--- src/core/epdo_pkg.sv ---
// Purpose: shared constants, types and helpers of the encoder pulse divider output
// Assumes: 100 MHz core clock, 16-bit register port with word addresses
// Notes: long counts are re-exposed as top-level parameters
package epdo_pkg;
  localparam int unsigned ADDR_W       = 4;
  localparam int unsigned DATA_W       = 16;
  localparam int unsigned ACC_W        = 24;
  localparam int unsigned TMR_W        = 20;
  localparam int unsigned IRQ_W        = 4;
  // register word addresses
  localparam logic [3:0]  OFS_SOURCE   = 4'h0;
  localparam logic [3:0]  OFS_FACTOR   = 4'h1;
  localparam logic [3:0]  OFS_DIR      = 4'h2;
  localparam logic [3:0]  OFS_DOFN     = 4'h3;
  localparam logic [3:0]  OFS_CTRL     = 4'h4;
  localparam logic [3:0]  OFS_HOLD     = 4'h5;
  localparam logic [3:0]  OFS_STATUS   = 4'h6;
  localparam logic [3:0]  OFS_IRQ_ST   = 4'h7;
  localparam logic [3:0]  OFS_IRQ_EN   = 4'h8;
  localparam logic [3:0]  OFS_IRQ_CLR  = 4'h9;
  // control register fields
  localparam int unsigned CTRL_FCL     = 0;
  localparam int unsigned CTRL_GP1     = 1;
  localparam int unsigned CTRL_GP2     = 2;
  localparam int unsigned CTRL_RESTART = 3;
  // interrupt status fields
  localparam int unsigned IRQ_CMP      = 0;
  localparam int unsigned IRQ_NEAR     = 1;
  localparam int unsigned IRQ_ZPULSE   = 2;
  localparam int unsigned IRQ_OVF      = 3;
  // reset values
  localparam logic [15:0] SOURCE_RST   = 16'h0000;
  localparam logic [15:0] FACTOR_RST   = 16'h0001;
  localparam logic [15:0] DIR_RST      = 16'h0000;
  localparam logic [15:0] DOFN_RST     = 16'h0000;
  localparam logic [15:0] CTRL_RST     = 16'h0000;
  localparam logic [15:0] HOLD_RST     = 16'h000A;
  // timing
  localparam int unsigned CLK_HZ       = 100_000_000;
  localparam int unsigned OC_MAX_HZ    = 3000;
  localparam int unsigned OC_STEP_CYC  = (CLK_HZ + 4 * OC_MAX_HZ - 1) / (4 * OC_MAX_HZ);
  localparam int unsigned Z_PULSE_MS   = 5;
  localparam int unsigned MS_CYC       = CLK_HZ / 1000;
  localparam int unsigned Z_PULSE_CYC  = MS_CYC * Z_PULSE_MS;
  localparam int unsigned ENC_CPR      = 131072;

  typedef enum logic [1:0] {
    SRC_MOTOR = 2'b00,
    SRC_CMD   = 2'b01,
    SRC_NONE  = 2'b10
  } epdo_src_t;

  typedef enum logic [1:0] {
    DOFN_GP = 2'b00,
    DOFN_AB = 2'b01,
    DOFN_Z  = 2'b10
  } epdo_dofn_t;

  typedef struct packed {
    logic              wr;
    logic              rd;
    logic [ADDR_W-1:0] addr;
    logic [DATA_W-1:0] wdata;
  } epdo_bus_req_t;

  typedef struct packed {
    epdo_src_t         src;
    logic [DATA_W-1:0] factor;
    logic              dir;
    logic              fcl;
  } epdo_cfg_t;

  // one gray step of a quadrature pair: 00 01 11 10 is forward
  function automatic logic [1:0] quad_next(input logic [1:0] ph, input logic up);
    logic [1:0] r;
    r = ph;
    case ({up, ph})
      3'b100:  r = 2'b01;
      3'b101:  r = 2'b11;
      3'b111:  r = 2'b10;
      3'b110:  r = 2'b00;
      3'b000:  r = 2'b10;
      3'b010:  r = 2'b11;
      3'b011:  r = 2'b01;
      3'b001:  r = 2'b00;
      default: r = ph;
    endcase
    return r;
  endfunction : quad_next
endpackage : epdo_pkg

--- src/core/epdo_top.sv ---
// Purpose: encoder pulse division output, open-collector and differential paths
// Assumes: pin inputs synchronous to ref_clk; position band inputs come from the loop
// Notes: source, factor, direction take effect only at restart
//
// Decided for this implementation: the strobed register port and the address map.
`timescale 1ns/100ps
`default_nettype none

module epdo_top #(
  parameter int unsigned OC_STEP_CYC = epdo_pkg::OC_STEP_CYC,
  parameter int unsigned Z_PULSE_CYC = epdo_pkg::Z_PULSE_CYC,
  parameter int unsigned MS_CYC      = epdo_pkg::MS_CYC,
  parameter int unsigned ENC_CPR     = epdo_pkg::ENC_CPR
) (
  input  wire logic                          ref_clk,
  input  wire logic                          rst_n,
  input  wire epdo_pkg::epdo_bus_req_t       bus_req,
  output logic [epdo_pkg::DATA_W-1:0]        bus_rdata,
  input  wire logic                          enc_a,
  input  wire logic                          enc_b,
  input  wire logic                          enc_z,
  input  wire logic                          enc_absolute,
  input  wire logic                          cmd_a,
  input  wire logic                          cmd_b,
  input  wire logic                          in_complete_band,
  input  wire logic                          in_near_band,
  output logic                               digital_out_first,
  output logic                               digital_out_second,
  output logic                               diff_a,
  output logic                               diff_b,
  output logic                               diff_z,
  output logic                               diff_oe,
  output logic                               positioning_complete_flag,
  output logic                               positioning_near_flag,
  output logic                               irq
);
  localparam int unsigned DW = epdo_pkg::DATA_W;
  localparam int unsigned TW = epdo_pkg::TMR_W;
  localparam int unsigned AW = epdo_pkg::ACC_W;

  typedef struct packed {
    logic [DW-1:0]            src_sh;
    logic [DW-1:0]            fac_sh;
    logic [DW-1:0]            dir_sh;
    logic [DW-1:0]            dofn;
    logic [DW-1:0]            ctrl;
    logic [DW-1:0]            hold;
    epdo_pkg::epdo_cfg_t      act;
    logic                     load_req;
    logic [1:0]               enc_q;
    logic                     z_q;
    logic [AW-1:0]            acc;
    logic [1:0]               diff_ph;
    logic                     diff_a;
    logic                     diff_b;
    logic                     diff_z;
    logic                     diff_oe;
    logic signed [DW-1:0]     backlog;
    logic [TW-1:0]            gap;
    logic [1:0]               oc_ph;
    logic [TW-1:0]            ztmr;
    logic                     do1;
    logic                     do2;
    logic [TW-1:0]            ms_cnt;
    logic [DW-1:0]            cnt_cmp;
    logic [DW-1:0]            cnt_near;
    logic                     cmp;
    logic                     near;
    logic [epdo_pkg::IRQ_W-1:0] irq_st;
    logic [epdo_pkg::IRQ_W-1:0] irq_en;
    logic [DW-1:0]            rdata;
  } epdo_state_t;

  epdo_state_t st_reg;
  epdo_state_t st_next;
  logic [1:0]  rst_sync;
  logic        rst_sync_n;

  always_ff @(posedge ref_clk or negedge rst_n) begin
    if (!rst_n) begin
      rst_sync <= 2'b00;
    end else begin
      rst_sync <= {rst_sync[0], 1'b1};
    end
  end
  assign rst_sync_n = rst_sync[1];

  function automatic logic [TW-1:0] tw(input int unsigned v);
    return TW'(v);
  endfunction : tw

  // free-running tick: hold+1 ticks are needed before hold ms have surely passed
  function automatic logic band_held(input logic [DW-1:0] cnt, input logic [DW-1:0] hold);
    return (hold == '0) || (cnt > hold);
  endfunction : band_held

  always_comb begin
    logic [1:0]  enc_now;
    logic        ev;
    logic        up;
    logic        out_ev;
    logic        out_up;
    logic [AW-1:0] m;
    logic [AW-1:0] s;
    logic [AW-1:0] sum;
    logic [epdo_pkg::IRQ_W-1:0] set_v;
    logic [epdo_pkg::IRQ_W-1:0] clr_v;
    logic        ms_tick;
    st_next = st_reg;
    enc_now = {enc_a, enc_b};
    set_v   = '0;
    clr_v   = '0;
    out_ev  = 1'b0;
    out_up  = 1'b0;
    ev      = 1'b0;
    up      = 1'b0;
    m       = '0;
    s       = '0;
    sum     = '0;
    ms_tick = 1'b0;
    // one-cycle request; a restart written during a load is kept
    st_next.load_req = 1'b0;
    // register port writes
    if (bus_req.wr) begin
      case (bus_req.addr)
        epdo_pkg::OFS_SOURCE:  st_next.src_sh = bus_req.wdata;
        epdo_pkg::OFS_FACTOR:  st_next.fac_sh = bus_req.wdata;
        epdo_pkg::OFS_DIR:     st_next.dir_sh = bus_req.wdata;
        epdo_pkg::OFS_DOFN:    st_next.dofn   = bus_req.wdata;
        epdo_pkg::OFS_CTRL: begin
          st_next.ctrl = bus_req.wdata & ~(DW'(1) << epdo_pkg::CTRL_RESTART);
          if (bus_req.wdata[epdo_pkg::CTRL_RESTART]) begin
            st_next.load_req = 1'b1;
          end
        end
        epdo_pkg::OFS_HOLD:    st_next.hold   = bus_req.wdata;
        epdo_pkg::OFS_IRQ_EN:  st_next.irq_en = bus_req.wdata[epdo_pkg::IRQ_W-1:0];
        epdo_pkg::OFS_IRQ_CLR: clr_v          = bus_req.wdata[epdo_pkg::IRQ_W-1:0];
        default: ;
      endcase
    end
    // reset-valid settings are copied in only at restart
    if (st_reg.load_req) begin
      st_next.act.src    = (st_reg.src_sh > 16'h0002) ? epdo_pkg::SRC_NONE
                         : epdo_pkg::epdo_src_t'(st_reg.src_sh[1:0]);
      st_next.act.factor = (st_reg.fac_sh == 16'h0000) ? 16'h0001 : st_reg.fac_sh;
      st_next.act.dir    = st_reg.dir_sh[0];
      st_next.act.fcl    = st_reg.ctrl[epdo_pkg::CTRL_FCL];
    end
    // encoder quadrature decode; direction bit flips motor pulses only
    st_next.enc_q = enc_now;
    ev = (enc_now != st_reg.enc_q) && (enc_now != ~st_reg.enc_q);
    up = (epdo_pkg::quad_next(st_reg.enc_q, 1'b1) == enc_now) ^ st_reg.act.dir;
    // modulo divider: incremental steps 1 mod factor, absolute steps factor mod cpr
    if (enc_absolute) begin
      m = AW'(ENC_CPR);
      s = AW'(st_reg.act.factor);
    end else begin
      m = AW'(st_reg.act.factor);
      s = AW'(1);
    end
    sum = st_reg.acc + s;
    if (ev && up) begin
      if (sum >= m) begin
        st_next.acc = sum - m;
        out_ev      = 1'b1;
        out_up      = 1'b1;
      end else begin
        st_next.acc = sum;
      end
    end else if (ev) begin
      if (st_reg.acc < s) begin
        st_next.acc = st_reg.acc + m - s;
        out_ev      = 1'b1;
      end else begin
        st_next.acc = st_reg.acc - s;
      end
    end
    // a restart drops the remainder left by the old factor
    if (st_reg.load_req) begin
      st_next.acc = '0;
    end
    // differential path
    st_next.z_q = enc_z;
    if (out_ev) begin
      st_next.diff_ph = epdo_pkg::quad_next(st_reg.diff_ph, out_up);
    end
    case (st_reg.act.src)
      epdo_pkg::SRC_MOTOR: begin
        st_next.diff_a = st_next.diff_ph[1];
        st_next.diff_b = st_next.diff_ph[0];
        st_next.diff_z = enc_z;
      end
      epdo_pkg::SRC_CMD: begin
        st_next.diff_a = cmd_a;
        st_next.diff_b = cmd_b;
        st_next.diff_z = 1'b0;
      end
      default: begin
        st_next.diff_a = 1'b0;
        st_next.diff_b = 1'b0;
        st_next.diff_z = 1'b0;
      end
    endcase
    st_next.diff_oe = (st_reg.act.src != epdo_pkg::SRC_NONE) && !st_reg.act.fcl;
    // open-collector path: backlog drained at the rate limit
    if (out_ev) begin
      if (out_up && st_reg.backlog != 16'sh7FFF) begin
        st_next.backlog = st_reg.backlog + 16'sh0001;
      end else if (!out_up && st_reg.backlog != -16'sh7FFF) begin
        st_next.backlog = st_reg.backlog - 16'sh0001;
      end else begin
        set_v[epdo_pkg::IRQ_OVF] = 1'b1;
      end
    end
    if (st_reg.gap != '0) begin
      st_next.gap = st_reg.gap - tw(1);
    end else if (st_next.backlog != 16'sh0000) begin
      st_next.gap = tw(OC_STEP_CYC - 1);
      st_next.oc_ph = epdo_pkg::quad_next(st_reg.oc_ph, !st_next.backlog[DW-1]);
      st_next.backlog = st_next.backlog[DW-1] ? st_next.backlog + 16'sh0001
                                              : st_next.backlog - 16'sh0001;
    end
    // z stretch on first output
    if (enc_z && !st_reg.z_q) begin
      st_next.ztmr = tw(Z_PULSE_CYC);
      set_v[epdo_pkg::IRQ_ZPULSE] = 1'b1;
    end else if (st_reg.ztmr != '0) begin
      st_next.ztmr = st_reg.ztmr - tw(1);
    end
    // output function select acts at once
    case (st_reg.dofn[1:0])
      epdo_pkg::DOFN_AB: begin
        st_next.do1 = st_next.oc_ph[1];
        st_next.do2 = st_next.oc_ph[0];
      end
      epdo_pkg::DOFN_Z: begin
        st_next.do1 = (st_next.ztmr != '0);
        st_next.do2 = st_reg.ctrl[epdo_pkg::CTRL_GP2];
      end
      default: begin
        st_next.do1 = st_reg.ctrl[epdo_pkg::CTRL_GP1];
        st_next.do2 = st_reg.ctrl[epdo_pkg::CTRL_GP2];
      end
    endcase
    // positioning flags with millisecond hold
    ms_tick = (st_reg.ms_cnt == tw(MS_CYC - 1));
    st_next.ms_cnt = ms_tick ? '0 : st_reg.ms_cnt + tw(1);
    if (!in_complete_band) begin
      st_next.cnt_cmp = '0;
    end else if (ms_tick && st_reg.cnt_cmp <= st_reg.hold) begin
      st_next.cnt_cmp = st_reg.cnt_cmp + 16'h0001;
    end
    if (!in_near_band) begin
      st_next.cnt_near = '0;
    end else if (ms_tick && st_reg.cnt_near <= st_reg.hold) begin
      st_next.cnt_near = st_reg.cnt_near + 16'h0001;
    end
    st_next.cmp  = in_complete_band && band_held(st_next.cnt_cmp, st_reg.hold);
    st_next.near = in_near_band && band_held(st_next.cnt_near, st_reg.hold);
    set_v[epdo_pkg::IRQ_CMP]  = st_next.cmp && !st_reg.cmp;
    set_v[epdo_pkg::IRQ_NEAR] = st_next.near && !st_reg.near;
    // sticky status: a set in the clearing cycle survives
    st_next.irq_st = (st_reg.irq_st & ~clr_v) | set_v;
    // read data, valid the cycle after the strobe
    st_next.rdata = '0;
    if (bus_req.rd) begin
      case (bus_req.addr)
        epdo_pkg::OFS_SOURCE: st_next.rdata = st_reg.src_sh;
        epdo_pkg::OFS_FACTOR: st_next.rdata = st_reg.fac_sh;
        epdo_pkg::OFS_DIR:    st_next.rdata = st_reg.dir_sh;
        epdo_pkg::OFS_DOFN:   st_next.rdata = st_reg.dofn;
        epdo_pkg::OFS_CTRL:   st_next.rdata = st_reg.ctrl;
        epdo_pkg::OFS_HOLD:   st_next.rdata = st_reg.hold;
        epdo_pkg::OFS_STATUS: st_next.rdata = {8'h00, st_reg.act.fcl, st_reg.act.dir,
                                               st_reg.act.src, st_reg.diff_oe,
                                               (st_reg.ztmr != '0), st_reg.near, st_reg.cmp};
        epdo_pkg::OFS_IRQ_ST: st_next.rdata = DW'(st_reg.irq_st);
        epdo_pkg::OFS_IRQ_EN: st_next.rdata = DW'(st_reg.irq_en);
        default:              st_next.rdata = '0;
      endcase
    end
  end

  always_ff @(posedge ref_clk or negedge rst_sync_n) begin
    if (!rst_sync_n) begin
      st_reg          <= '0;
      st_reg.src_sh   <= epdo_pkg::SOURCE_RST;
      st_reg.fac_sh   <= epdo_pkg::FACTOR_RST;
      st_reg.dir_sh   <= epdo_pkg::DIR_RST;
      st_reg.dofn     <= epdo_pkg::DOFN_RST;
      st_reg.ctrl     <= epdo_pkg::CTRL_RST;
      st_reg.hold     <= epdo_pkg::HOLD_RST;
      st_reg.act.factor <= epdo_pkg::FACTOR_RST;
      st_reg.load_req <= 1'b1;
    end else begin
      st_reg <= st_next;
    end
  end

  assign bus_rdata                 = st_reg.rdata;
  assign digital_out_first         = st_reg.do1;
  assign digital_out_second        = st_reg.do2;
  assign diff_a                    = st_reg.diff_a;
  assign diff_b                    = st_reg.diff_b;
  assign diff_z                    = st_reg.diff_z;
  assign diff_oe                   = st_reg.diff_oe;
  assign positioning_complete_flag = st_reg.cmp;
  assign positioning_near_flag     = st_reg.near;
  assign irq                       = |(st_reg.irq_st & st_reg.irq_en);

  property p_fcl_blocks_diff;
    @(posedge ref_clk) disable iff (!rst_sync_n)
      st_reg.act.fcl |=> !diff_oe;
  endproperty
  a_fcl_blocks_diff: assert property (p_fcl_blocks_diff) else $error("diff driven in closed loop");

  property p_none_src_input;
    @(posedge ref_clk) disable iff (!rst_sync_n)
      (st_reg.act.src == epdo_pkg::SRC_NONE) |=> !diff_oe;
  endproperty
  a_none_src_input: assert property (p_none_src_input) else $error("diff driven with no source");

  property p_cmd_pass;
    @(posedge ref_clk) disable iff (!rst_sync_n)
      (st_reg.act.src == epdo_pkg::SRC_CMD) && $stable(st_reg.act.src)
        |-> diff_a == $past(cmd_a) && diff_b == $past(cmd_b);
  endproperty
  a_cmd_pass: assert property (p_cmd_pass) else $error("command pulse not passed");

  property p_oc_rate;
    @(posedge ref_clk) disable iff (!rst_sync_n)
      $changed(st_reg.oc_ph) |-> st_reg.gap == tw(OC_STEP_CYC - 1) && $past(st_reg.gap) == '0;
  endproperty
  a_oc_rate: assert property (p_oc_rate) else $error("open collector step too early");

  property p_quad_gray;
    @(posedge ref_clk) disable iff (!rst_sync_n)
      $changed(st_reg.diff_ph) |-> $onehot(st_reg.diff_ph ^ $past(st_reg.diff_ph));
  endproperty
  a_quad_gray: assert property (p_quad_gray) else $error("quadrature skipped a state");

  property p_ab_mode;
    @(posedge ref_clk) disable iff (!rst_sync_n)
      (st_reg.dofn[1:0] == epdo_pkg::DOFN_AB) ##1 (st_reg.dofn[1:0] == epdo_pkg::DOFN_AB)
        |-> digital_out_first == st_reg.oc_ph[1] && digital_out_second == st_reg.oc_ph[0];
  endproperty
  a_ab_mode: assert property (p_ab_mode) else $error("A/B not on digital outputs");

  property p_z_width;
    @(posedge ref_clk) disable iff (!rst_sync_n)
      $rose(st_reg.ztmr != '0) && (st_reg.dofn[1:0] == epdo_pkg::DOFN_Z)
        ##1 (st_reg.dofn[1:0] == epdo_pkg::DOFN_Z)
        |-> digital_out_first && st_reg.ztmr == tw(Z_PULSE_CYC - 1);
  endproperty
  a_z_width: assert property (p_z_width) else $error("z pulse width wrong");

  property p_cmp_cond;
    @(posedge ref_clk) disable iff (!rst_sync_n)
      positioning_complete_flag |-> $past(in_complete_band) &&
        ($past(st_reg.hold) == '0 || st_reg.cnt_cmp > $past(st_reg.hold));
  endproperty
  a_cmp_cond: assert property (p_cmp_cond) else $error("complete without condition");

  property p_near_cond;
    @(posedge ref_clk) disable iff (!rst_sync_n)
      positioning_near_flag |-> $past(in_near_band) &&
        ($past(st_reg.hold) == '0 || st_reg.cnt_near > $past(st_reg.hold));
  endproperty
  a_near_cond: assert property (p_near_cond) else $error("near without condition");

  property p_factor_one;
    @(posedge ref_clk) disable iff (!rst_sync_n)
      !enc_absolute && st_reg.act.factor == 16'h0001 && $stable(st_reg.act.factor)
        |-> st_reg.acc == '0;
  endproperty
  a_factor_one: assert property (p_factor_one) else $error("factor one must not accumulate");
endmodule : epdo_top

`default_nettype wire

--- config.mk ---
export PLATFORM = sky130hd
export DESIGN_NAME = epdo_top
export DESIGN_NICKNAME = d
export VERILOG_FILES = /design/src/core/epdo_pkg.sv /design/src/core/epdo_top.sv
export SDC_FILE = /design/constraint.sdc
export NUM_CORES = 1
export LEC_CHECK = 0
export BUFFER_PORTS_ARGS = -buffer_cell sky130_fd_sc_hd__buf_2
export CAP_MARGIN = 20
export CORE_UTILIZATION = 58
export DETAILED_ROUTE_END_ITERATION = 7
export PLACE_DENSITY = 0.81
export SKIP_CTS_REPAIR_TIMING = 1
export SYNTH_ARGS = -nofsm -noshare
export SYNTH_HDL_FRONTEND = slang
export SYNTH_SLANG_ARGS = --single-unit
--- constraint.sdc ---
create_clock -name ref_clk -period 8.9 [get_ports ref_clk]
set_input_delay 0.89 -clock ref_clk [delete_from_list [all_inputs] [get_ports ref_clk]]
set_output_delay 0.89 -clock ref_clk [all_outputs]
set_load 0.005 [all_outputs]
# == After elaboration in Yosys (flattened, before gate mapping) ==
# Memories as Yosys holds them, arrays and structs flattened.
# Index checks and enable logic that the tools add are counted.
# W data, S select, Z words.
# word_totals
ff_bits,289
rom_bits,32
output_inout_bits,25
elab_cells,168
memories,2
# memory_table
name,words,word_bits,rd,rd_ports_with_merged_regs,wr,line_no,text
(name not given),8,2,1,0,0,epdo_pkg.sv:77,"case ({up, ph})"
(name not given),8,2,1,0,0,epdo_pkg.sv:77,
# classes
add_sub_neg,14
magnitude_cmp,7
eq_ne,22
muxes,44
n_bitwise,6
n_reduce_logical,39
# ops
operator,n
$mux W16,12
$pmux W16 S9,1
$mux W24,5
$mux W20,4
$sub A24 B24 Y24,3
$reduce_bool A20 Y1,3
$add A24 B24 Y24,2
$sub A20 B1 Y20 const B,2
$mux W38,1
$add A16 B1 Y16 const B,2
$add A16 B2 Y16 const B,2
$gt A16 B16 Y1,2
$le A16 B16 Y1,2
$logic_not A16 Y1,2
$ne A16 B16 Y1 const B,2
$sub A16 B2 Y16 const B,2
$ge A24 B24 Y1,1
$lt A24 B24 Y1,1
$add A20 B1 Y20 const B,1
$eq A20 B17 Y1 const B,1
$mux W18,1
$eq A4 B3 Y1 const B,4
$gt A16 B2 Y1 const B,1
$reduce_bool A16 Y1,1
28 further kinds,74

# == Longest topological paths before layout ==
# Gate-level depths: netlist (run 1).
# depth
depth_word,16
mapped_depth,37
depth_no_buf,34

# == Worst setup path after synthesis (run 1) ==
# Ideal clock, no wire load.
# synth_timing
path_type,in2reg
start,input port enc_absolute
end,"register st_reg, in the netlist digital_out_first"
setup_ns,0.120
t_arrival_ns,7.210
required_ns,8.780
path_slack_ns,1.570
path_stages,33
path_cell_list,clkbuf_1 > clkbuf_1 > nand2_1 > ha_1 > buf_6 > or3_4 > a31oi_4 > o211a_4 > nor2_2 > o31ai_1 > a21oi_1 > o21bai_1 > xnor2_1 > ha_1 > nand3_1 > nor2_1 > nand4_1 > nor2_1 > a2bb2oi_1 > a2111oi_2 > nand4_2 > nor2_1 > o31ai_1 > xor2_1 > inv_2 > clkbuf_1 > ha_1 > nand2_1 > mux2_4 > nor4_4 > a21oi_2 > mux2_4 > a31o_1
# synth_rtl
item,line_no,text
from (decl),epdo_top.sv:22,"input wire logic enc_absolute,"
to (signal assigned),epdo_top.sv:297,st_reg <= st_next;
to (decl),epdo_top.sv:74,epdo_state_t st_reg;

==> reports/metrics.cfg, run 1 <==
[outcome]
run_status = finished with violations
violations = DRC

[worst_setup_path]
start_kind = register
setup.worst_path.end_class = register
crit_family = compound AO/OA/AOI/OAI gates
worstSetupPathDepth = 34
criticalPathCategory = register to register
worst-r2r-cell-count = 34
critical_path_arrival_ps = 8180
worst_r2r_startpoint = st_reg[174]
crit_buf_inv = 5
critPathRequiredTime_ps = 9340
ff2ff_setup_slack_ps = 1150
critPathSlowestCell = sky130_fd_sc_hd__dfstp_2
crit_path_max_incr_delay_ps = 550
critical_path.most_common_cell = sky130_fd_sc_hd__ha_1
worst_path_maximum_fanout = 18
regToRegEndpoint = digital_out_first

[final_layout]
largest_register_ff_count = 263
layout-drive-gt1-share_pct = 13.6
layout.filler_cells = 2860
finish.net_count = 2513
final_core_utilization_pct = 64.0
flow.area_growth_from_synthesis_pct = 8.58

[routing]
post-route-drc-count = 4
drt_first_pass_iters = 8
routed_wire_length_per_instance_um = 20.7
via_count = 18000
postRouteWirelength_um = 58000
drtIter0Drc = 1520
route.antenna.remaining_nets = 0
vias_per_cell = 6.41

[sta]
rsz0062_at_grt = no
tns_ps = 0
final-setup-viol-count = 0
fin_crit_sh_pct = 87.0
worst_hold_check_slack_ps = 106
layout_skew_ps = 22.7
clock.fmax_mhz = 129
timing.final.max_slew_violations = 0
postLayoutSetupSlackWorst_ps = 1150
timing_hold_violations_final = 0
max_slew_margin_pct = 27.6
worst-slew-pin-transition_ps = 1090
finalWorstPathRequiredPeriod_ps = 7750

[pwr]
clock_power_share_pct = 24.0
irDropWorstVdd_mv = 0.234
p_comb_share_pct = 47.3
pwr-share-seq_pct = 28.7
power_w = 0.00646
p_sw_share_pct = 42.1
internal_power_w = 0.00374
power_switching_w = 0.00272
power_leakage_nw = 10.3
power.density_cell_area_nw_per_um2 = 283

[synthesis]
synth-edff-count = 0
synthDistinctLibCells = 107
ys_seq_elements = 289
syn-cell-area_um2 = 21000
ys_warnings = 0
ys.flop_type = sky130_fd_sc_hd__dfrtp_1
post_synth_inst_count = 2302
synth_top_area_share_pct = 33.8
synthDominantAreaCellType = sky130_fd_sc_hd__dfrtp_1
synth_sequential_area_ratio_pct = 34.4
avgSynthCellArea_um2 = 9.13
synth-async-reset-ratio_pct = 100
netlist_top_cells_area = sky130_fd_sc_hd__dfrtp_1 (34%), sky130_fd_sc_hd__ha_1 (9.7%), sky130_fd_sc_hd__mux2_2 (6.3%), sky130_fd_sc_hd__xnor2_1 (4.3%), sky130_fd_sc_hd__nand2_1 (3.9%)
synthesis.nets = 2501

[global_route]
grt_max_degree = 177
track_usage_pct = 31.7
grt_antenna_before_repair = 1
grt_first_pass_wirelength_um = 92600
globalRoute.totalOverflow = 0
grt_pass1_vias = 17700

[place]
port_buffers = 56
place_hpwl_um = 42000
pre_cts_ws_ps = 767
gp_routability_congestion = 1.00

[clock_network]
tritoncts = yes
ctsRootBufferMaster = sky130_fd_sc_hd__clkbuf_16
insertion_delay_ps = 560
cts.sinks = 289
cts_max_path_buffers = 3
clk_pin_slew_worst_paths_ps = 60
cts_made_buffers = 34
cts_max_level = 2

[floorplan]
floorplan.die_area_um2 = 37000
floorplan.die.height_um = 192
design.portCount = 57
placementRows = 69
fp.coreArea_um2 = 35700
initial_utilization_pct = 58.9
fp.dieW_um = 192

[run]
cap_violations = 0

[min_path]
min_path_type = input pin to async pin

==> layout make-up <==
class | count | area, um^2 | share of cell area, %
multi-input combinational | 1786 | 12800 | 56.1
sequential | 289 | 7240 | 31.7
clock buffer | 45 | 972 | 4.26
tap | 461 | 577 | 2.53
timing repair buffer | 80 | 473 | 2.07
inverter | 123 | 462 | 2.02
clock inverter | 17 | 283 | 1.24
antenna | 1 | 2.50 | 0.0110
==> synthesized netlist by cell type (9+ instances only) <==
cell	number
sky130_fd_sc_hd__o211ai_1	21
sky130_fd_sc_hd__nand2b_1	50
sky130_fd_sc_hd__a211oi_1	16
sky130_fd_sc_hd__nand4_1	29
sky130_fd_sc_hd__and2_1	12
sky130_fd_sc_hd__dfrtp_1	284
sky130_fd_sc_hd__a222oi_1	24
sky130_fd_sc_hd__nor3_1	68
sky130_fd_sc_hd__xor2_1	52
sky130_fd_sc_hd__a31oi_1	23
sky130_fd_sc_hd__ha_1	163
sky130_fd_sc_hd__and3_1	38
sky130_fd_sc_hd__nand2_1	220
sky130_fd_sc_hd__xnor2_1	103
sky130_fd_sc_hd__o31ai_1	12
sky130_fd_sc_hd__or3_1	30
sky130_fd_sc_hd__mux2i_1	34
sky130_fd_sc_hd__a21oi_1	119
sky130_fd_sc_hd__clkbuf_1	60
sky130_fd_sc_hd__o21bai_1	11
sky130_fd_sc_hd__o311ai_0	11
sky130_fd_sc_hd__nor2_1	169
sky130_fd_sc_hd__nand3_1	67
sky130_fd_sc_hd__nor4_1	39
sky130_fd_sc_hd__o21ai_0	96
sky130_fd_sc_hd__mux2_2	117
sky130_fd_sc_hd__or4_1	13
sky130_fd_sc_hd__a21o_1	21
sky130_fd_sc_hd__inv_1	116
sky130_fd_sc_hd__o41ai_1	9
sky130_fd_sc_hd__a22oi_1	14
sky130_fd_sc_hd__nor2b_1	28
sky130_fd_sc_hd__buf_4	29
sky130_fd_sc_hd__o21a_1	32
==> stage by stage <==
stage          area, um^2  cells
6_report            22800   2802
5_1_grt             22800   2802
4_1_cts             22800   2801
3_5_place_dp        21600   2739
3_3_place_gp        21600   2739
2_1_floorplan       21000   2302
==> cells in the final DEF (no fill, tap or decap), types with 39 or more instances in the layout <==
cell and instances:
sky130_fd_sc_hd__nand2_1 220, sky130_fd_sc_hd__dfrtp_1 283, sky130_fd_sc_hd__xnor2_1 103, sky130_fd_sc_hd__buf_2 56, sky130_fd_sc_hd__a21oi_1 119, sky130_fd_sc_hd__nand2b_1 50, sky130_fd_sc_hd__xor2_1 51, sky130_fd_sc_hd__inv_1 116
sky130_fd_sc_hd__mux2_2 117, sky130_fd_sc_hd__nand3_1 67, sky130_fd_sc_hd__o21ai_0 96, sky130_fd_sc_hd__ha_1 163, sky130_fd_sc_hd__nor2_1 169, sky130_fd_sc_hd__nor4_1 39, sky130_fd_sc_hd__nor3_1 64
==> power groups by stage <==
| stage | Clock, W | Sequential (W) | Combinational [W] |
|---|---|---|---|
| floorplan | 0 | 0.00175 | 0.00237 |
| global placement | 0 | 0.00185 | 0.00290 |
| detailed placement | 0 | 0.00186 | 0.00298 |
| CTS | 0.00157 | 0.00184 | 0.00301 |
| global route | 0.00163 | 0.00188 | 0.00337 |
| finish | 0.00155 | 0.00186 | 0.00306 |
==> worst register-to-register path, delay by kind of cell (launching register included) <==
kind	cells	cell delay (ps)
compound gates	10	2290
xor+xnor	2	340
fa+ha+maj	5	1300
buf+inv	5	650
flops	1	550
mux	2	670
simple gates	10	1830
==> logic make-up (layout without fill, tap and decap cells) <==
group,Yosys count,count (layout),synth area share (%)
other,1,2,0.0178
xor gates and xnor gates,156,156,6.54
and+or+nand+nor,806,806,19.3
DFF,289,289,34.4
muxes,154,154,8.10
AOI/OAI and AO/OA,502,502,16.7
adders and majority gates,167,167,10.1
buffers and inverters,227,265,4.77
==> worst max-delay path by stage <==
stage                                     to    startpoint
after CTS                  digital_out_first   st_reg[174]
after floorplan                 bus_rdata[0]   rst_sync[1]
after global routing       digital_out_first   st_reg[174]
final                      digital_out_first   st_reg[174]
after global placement    digital_out_second  enc_absolute
after detailed placement   digital_out_first  enc_absolute
==> routing by layer <==
| metal | global-route usage [%] | wire (um) |
|---|---|---|
| met5 | 0 | 0 |
| met4 | 15.4 | 2310 |
| met3 | 4.42 | 3700 |
| met2 | 52.2 | 27900 |
| met1 | 40.9 | 24100 |
(Power assumes the default switching activity.)
==> run 2: changes to the inputs <==
Settings changed: CTS_CLUSTER_SIZE set to 12, GPL_TIMING_DRIVEN set to 0.
==> reports/metrics.cfg, run 2 (synthesis results as in run 1) <==
[worst_setup_path]
crit_family = simple AND/OR/NAND/NOR gates
crit_buf_inv = 6  ; +1
start_kind = input pin
setup.worst_path.end_class = register
regToRegEndpoint = digital_out_second
criticalPathCategory = input pin to register
worst_r2r_startpoint = st_reg[174]
worst_path_maximum_fanout = 10  ; -8
critPathRequiredTime_ps = 9310  ; -30 ps
critical_path_arrival_ps = 8990  ; +810 ps
worstSetupPathDepth = 34  ; unchanged
worst-r2r-cell-count = 34  ; unchanged
critPathSlowestCell = sky130_fd_sc_hd__a2111oi_2
ff2ff_setup_slack_ps = 710  ; -440 ps
crit_path_max_incr_delay_ps = 470  ; -80 ps

[floorplan]
floorplan.die.height_um = 192  ; unchanged
placementRows = 69  ; unchanged
initial_utilization_pct = 58.9  ; unchanged
fp.dieW_um = 192  ; unchanged
fp.coreArea_um2 = 35700  ; unchanged
design.portCount = 57  ; unchanged
floorplan.die_area_um2 = 37000  ; unchanged

[pwr]
p_sw_share_pct = 42.1  ; about the same
p_comb_share_pct = 48.8  ; +1.5 points
internal_power_w = 0.00376  ; +0.39%
irDropWorstVdd_mv = 0.172  ; -26%
power_leakage_nw = 10.5  ; +1.9%
power.density_cell_area_nw_per_um2 = 279  ; -1.4%
clock_power_share_pct = 23.3  ; -0.7 points
power_switching_w = 0.00273  ; +0.41%
pwr-share-seq_pct = 27.9  ; -0.8 points

[final_layout]
largest_register_ff_count = 263  ; unchanged
layout-drive-gt1-share_pct = 13.7  ; +0.12 points
layout.cells.most_common = sky130_fd_sc_hd__dfrtp_1
final_core_utilization_pct = 65.2  ; +1.2 points
layout_common_cells = sky130_fd_sc_hd__dfrtp_1 (283), sky130_fd_sc_hd__nand2_1 (220), sky130_fd_sc_hd__nor2_1 (169)
flow.area_growth_from_synthesis_pct = 10.5
finish.net_count = 2601  ; +3.5%

[global_route]
track_usage_pct = 32.9  ; +1.3 points
grt_antenna_before_repair = 5  ; +4
grt_first_pass_wirelength_um = 95800  ; +3.4%
grt_pass1_vias = 18200  ; +3.0%
globalRoute.totalOverflow = 0  ; unchanged
grt_max_degree = 74  ; -58%

[sta]
finalWorstPathRequiredPeriod_ps = 8580  ; +837 ps
max_slew_margin_pct = 27.5  ; -0.14 points
worst-slew-pin-transition_ps = 1070  ; -11.9 ps
final-setup-viol-count = 0  ; unchanged
fin_crit_sh_pct = 96.4  ; +9.4 points
timing_hold_violations_final = 0  ; unchanged
rsz0062_at_grt = no
worst_hold_check_slack_ps = 129  ; +22.9 ps
layout_skew_ps = 18.7  ; -3.97 ps
clock.fmax_mhz = 117  ; -9.8%
tns_ps = 0  ; unchanged
timing.final.max_slew_violations = 0  ; unchanged

[outcome]
run_status = finished clean

[routing]
drtIter0Drc = 1743  ; +15%
route.antenna.remaining_nets = 0  ; unchanged
routed_wire_length_per_instance_um = 20.9  ; +1.0%
postRouteWirelength_um = 60600  ; +4.4%
drt_first_pass_iters = 6  ; -2
post-route-drc-count = 0  ; -4
vias_per_cell = 6.46  ; +0.78%
via_count = 18700  ; +4.1%

[clock_network]
ctsRootBufferMaster = sky130_fd_sc_hd__clkbuf_16
cts_max_level = 2  ; unchanged
clk_pin_slew_worst_paths_ps = 60  ; about the same
cts_made_buffers = 36  ; +5.9%
tritoncts = yes
cts_max_path_buffers = 3  ; unchanged
insertion_delay_ps = 540  ; -20 ps
cts.sinks = 289  ; unchanged

[place]
place_hpwl_um = 45200  ; +7.6%
gp_routability_congestion = 0.994  ; -0.70%
port_buffers = 53  ; -5.4%

[min_path]
min_path_type = input pin to async pin

[run]
cap_violations = 0  ; unchanged

-- run 2: cell types whose count changed in the layout (fill, tap and decap cells not counted), moves of 3 or more --
cell,before,now
sky130_fd_sc_hd__clkbuf_1,3,66
sky130_fd_sc_hd__buf_1,0,6
sky130_fd_sc_hd__buf_4,23,29
sky130_fd_sc_hd__buf_6,0,5
sky130_fd_sc_hd__buf_16,0,4
sky130_fd_sc_hd__buf_2,56,60
sky130_fd_sc_hd__diode_2,1,5
sky130_fd_sc_hd__nor3_1,64,68
sky130_fd_sc_hd__nor3_2,4,0
sky130_fd_sc_hd__clkbuf_16,34,37
sky130_fd_sc_hd__clkbuf_2,0,3
-- run 2: layer usage --
metal | up-vias | track usage, % | part of all wire [%] | wire (um)
li1 | 8563 | - | - | -
met1 | 9119 | 43.2 | 41 | 25100
met2 | 845 | 53.9 | 46 | 28100
met3 | 184 | 4.38 | 7.6 | 4600
met4 | 0 | 15.4 | 4.6 | 2800
met5 | - | 0 | 0 | 0
-- run 2: cell type report --
| type | count | area, um^2 |
|---|---|---|
| buffer | 104 | 544 |
| clock buffer | 51 | 1040 |
| clock inverter | 14 | 173 |
| tap | 461 | 577 |
| antenna | 5 | 12.5 |
| timing repair buffer | 62 | 403 |
| inverter | 123 | 462 |
| fill | 2873 | 12400 |
| multi-input combinational | 1786 | 12800 |
| sequential | 289 | 7240 |
-- run 2: power by group through the flow --
stage               logic, W  clock network [W]  registers [W]
CTS                  0.00309            0.00152        0.00180
floorplan            0.00237                  0        0.00175
global route         0.00347            0.00158        0.00184
global placement     0.00294                  0        0.00183
finish               0.00317            0.00151        0.00181
detailed placement   0.00306                  0        0.00182
-- run 2: worst register-to-register path, delay by kind of cell, from the launching register on --
kind	cells	cell delay [ps]
AO/OA/AOI/OAI	10	2370
XOR/XNOR	2	420
adder cells (fa/ha/maj)	5	1300
buffers and inverters	5	710
flip-flops	1	590
multiplexers	2	630
AND/OR/NAND/NOR	10	2050
-- run 2: per-stage QoR --
stage	total power (W)	instances	setup WS (ps)	instance area (um^2)
floorplan	0.00412	2302	258	21000
global placement	0.00477	2816	-2890	21900
detailed placement	0.00488	2823	-555	22000
CTS	0.00641	2888	-19.1	23200
global route	0.00688	2895	27.6	23200
finish	0.00649	2895	317	23200
-- run 2: worst max-delay path by stage --
stage                             from                  to  slack [ps]
after detailed placement  enc_absolute  digital_out_second        -560
after global routing      enc_absolute  digital_out_second          30
final                     enc_absolute  digital_out_second         320
after floorplan            rst_sync[1]        bus_rdata[0]         260
after global placement     rst_sync[1]         st_reg[116]       -2890
after CTS                 enc_absolute  digital_out_second         -20
==> run 3: changes to the inputs <==
Settings changed: BUFFER_PORTS_ARGS -buffer_cell sky130_fd_sc_hd__buf_2 to not set, CORE_UTILIZATION 58 to 59, DONT_BUFFER_PORTS set to 1.
==> reports/metrics.cfg, run 3 (synthesis results as in run 1) <==
[place]
place_hpwl_um = 44900  ; -0.63%
gp_routability_congestion = 0.976  ; -1.8%
placement.cell_area_um2 = 21700  ; -1.2%
port_buffers = 0  ; -100%

[final_layout]
layout_common_cells = sky130_fd_sc_hd__dfrtp_1 (283), sky130_fd_sc_hd__nand2_1 (220), sky130_fd_sc_hd__nor2_1 (169)
finish.net_count = 2548  ; -2.0%
layout.filler_cells = 2768  ; -3.7%
combined_area_of_the_multi_input_logic_cells_um2 = 12800  ; unchanged
largest_register_ff_count = 263  ; unchanged
stdcell_area_um2 = 22900  ; -1.6%
layout-drive-gt1-share_pct = 11.6  ; -2.2 points
layout.cells.most_common = sky130_fd_sc_hd__dfrtp_1
flow.area_growth_from_synthesis_pct = 8.76
ff_latch_area_um2 = 7240  ; unchanged

[min_path]
min_path_type = input pin to register
hold_path_startpoint = enc_b
holdPathStages = 0
whs_endpoint = st_reg[169]

[clock_network]
cts_made_buffers = 35  ; -2.8%
clk_pin_slew_worst_paths_ps = 60  ; about the same
insertion_delay_ps = 560  ; +20 ps
cts_max_path_buffers = 3  ; unchanged
ctsRootBufferMaster = sky130_fd_sc_hd__clkbuf_16
cts_max_level = 2  ; unchanged
tritoncts = yes
cts.sinks = 289  ; unchanged

[routing]
route.antenna.remaining_nets = 0  ; unchanged
routed_wire_length_per_instance_um = 21.1  ; +1.1%
via_count = 18500  ; -1.3%
drtIter0Drc = 1771  ; +1.6%
vias_per_cell = 6.53  ; +0.99%
post-route-drc-count = 4  ; +4
postRouteWirelength_um = 59800  ; -1.2%
drt_first_pass_iters = 8  ; +2

[sta]
timing_hold_violations_final = 0  ; unchanged
rsz0062_at_grt = no
finalWorstPathRequiredPeriod_ps = 8340  ; -246 ps
fin_crit_sh_pct = 93.7  ; -2.8 points
layout_skew_ps = 26.3  ; +7.55 ps
final-setup-viol-count = 0  ; unchanged
max_slew_margin_pct = 27.2  ; -0.28 points
worst-slew-pin-transition_ps = 1090  ; +15.8 ps
tns_ps = 0  ; unchanged
timing.final.max_slew_violations = 0  ; unchanged
clock.fmax_mhz = 120  ; +2.9%
worst_hold_check_slack_ps = 350  ; +221 ps

[global_route]
grt_first_pass_wirelength_um = 95400  ; -0.42%
grt_antenna_before_repair = 2  ; -3
globalRoute.totalOverflow = 0  ; unchanged
grt_pass1_vias = 18100  ; -0.64%
track_usage_pct = 33.4  ; +0.47 points
grt_max_degree = 74  ; unchanged

[pwr]
power_w = 0.00637  ; -1.9%
power_leakage_nw = 10.2  ; -2.8%
power.density_cell_area_nw_per_um2 = 279  ; -0.29%
irDropWorstVdd_mv = 0.300  ; +74%

[worst_setup_path]
crit_path_max_incr_delay_ps = 480  ; about the same
setup.worst_path.end_class = register
criticalPathCategory = input pin to register
critical_path_arrival_ps = 8750  ; -240 ps
crit_buf_inv = 5  ; -1
crit_family = simple AND/OR/NAND/NOR gates
start_kind = input pin
regToRegEndpoint = digital_out_first
worst_path_maximum_fanout = 10  ; unchanged
ff2ff_setup_slack_ps = 890  ; +180 ps
critPathSlowestCell = sky130_fd_sc_hd__nor4_4
worst_r2r_startpoint = st_reg[174]
worst-r2r-cell-count = 35  ; +2.9%
critPathRequiredTime_ps = 9310  ; about the same

[floorplan]
initial_utilization_pct = 60.4  ; +1.5 points
fp.coreArea_um2 = 34800  ; -2.4%
placementRows = 68  ; -1.4%
fp.dieW_um = 191  ; -0.84%
design.portCount = 57  ; unchanged
floorplan.die_area_um2 = 36400  ; -1.7%
floorplan.die.height_um = 191  ; -0.84%

[outcome]
run_status = finished with violations
violations = DRC

[run]
cap_violations = 0  ; unchanged

run 3: changes by cell type in the layout (fill, tap and decap cells not counted), moves of 2 or more:
cell / previous run / this run
sky130_fd_sc_hd__buf_2: 60 / 6
sky130_fd_sc_hd__bufinv_16: 3 / 1
sky130_fd_sc_hd__clkbuf_16: 37 / 35
sky130_fd_sc_hd__clkinv_4: 3 / 0
sky130_fd_sc_hd__diode_2: 5 / 2
sky130_fd_sc_hd__inv_6: 3 / 1
run 3: worst max path at each step:
stage | depth (start not counted) | from | to
after detailed placement | 33 | enc_absolute | digital_out_second
final | 33 | enc_absolute | digital_out_first
after global routing | 33 | enc_absolute | digital_out_second
after floorplan | 0 | rst_sync[1] | bus_rdata[0]
after CTS | 33 | enc_absolute | digital_out_second
after global placement | 0 | rst_sync[1] | st_reg[115]
run 3: routing by layer:
metal	track usage (%)	wire, um
met4	17.3	2920
met3	5.78	4990
met1	43.9	24700
met2	52.7	27200
met5	0	0
run 3: worst reg2reg max path: cells and delay by family, from the launching register on:
family                     cells  cell delay (ps)
AOI/OAI and AO/OA             10             2380
and+or+nand+nor               11             2180
adders and majority gates      5             1240
muxes                          2              630
buffers and inverters          5              620
DFF                            1              540
xor gates and xnor gates       2              290
run 3: stage by stage:
stage                     instances  setup WS, ps  utilization [%]
after detailed placement       2765          -295             62.4
after CTS                      2825           269             65.6
after floorplan                2302           258                -
final                          2829           563             65.7
after global placement         2757         -2720             62.0
after global routing           2828           155             65.7
run 3: layout make-up:
class	instances	area share (%)
sequential	289	31.7
antenna	2	0.0219
buffer	103	2.36
clock inverter	11	0.575
timing repair buffer	11	0.657
tap	455	2.49
clock buffer	49	4.28
multi-input combinational	1786	55.9
inverter	123	2.02
run 3: report_power, final:
part,internal [W],switching (W)
Clock,0.000805,0.000590
Combinational,0.00129,0.00187
Sequential,0.00155,0.000272
Total,0.00364,0.00273
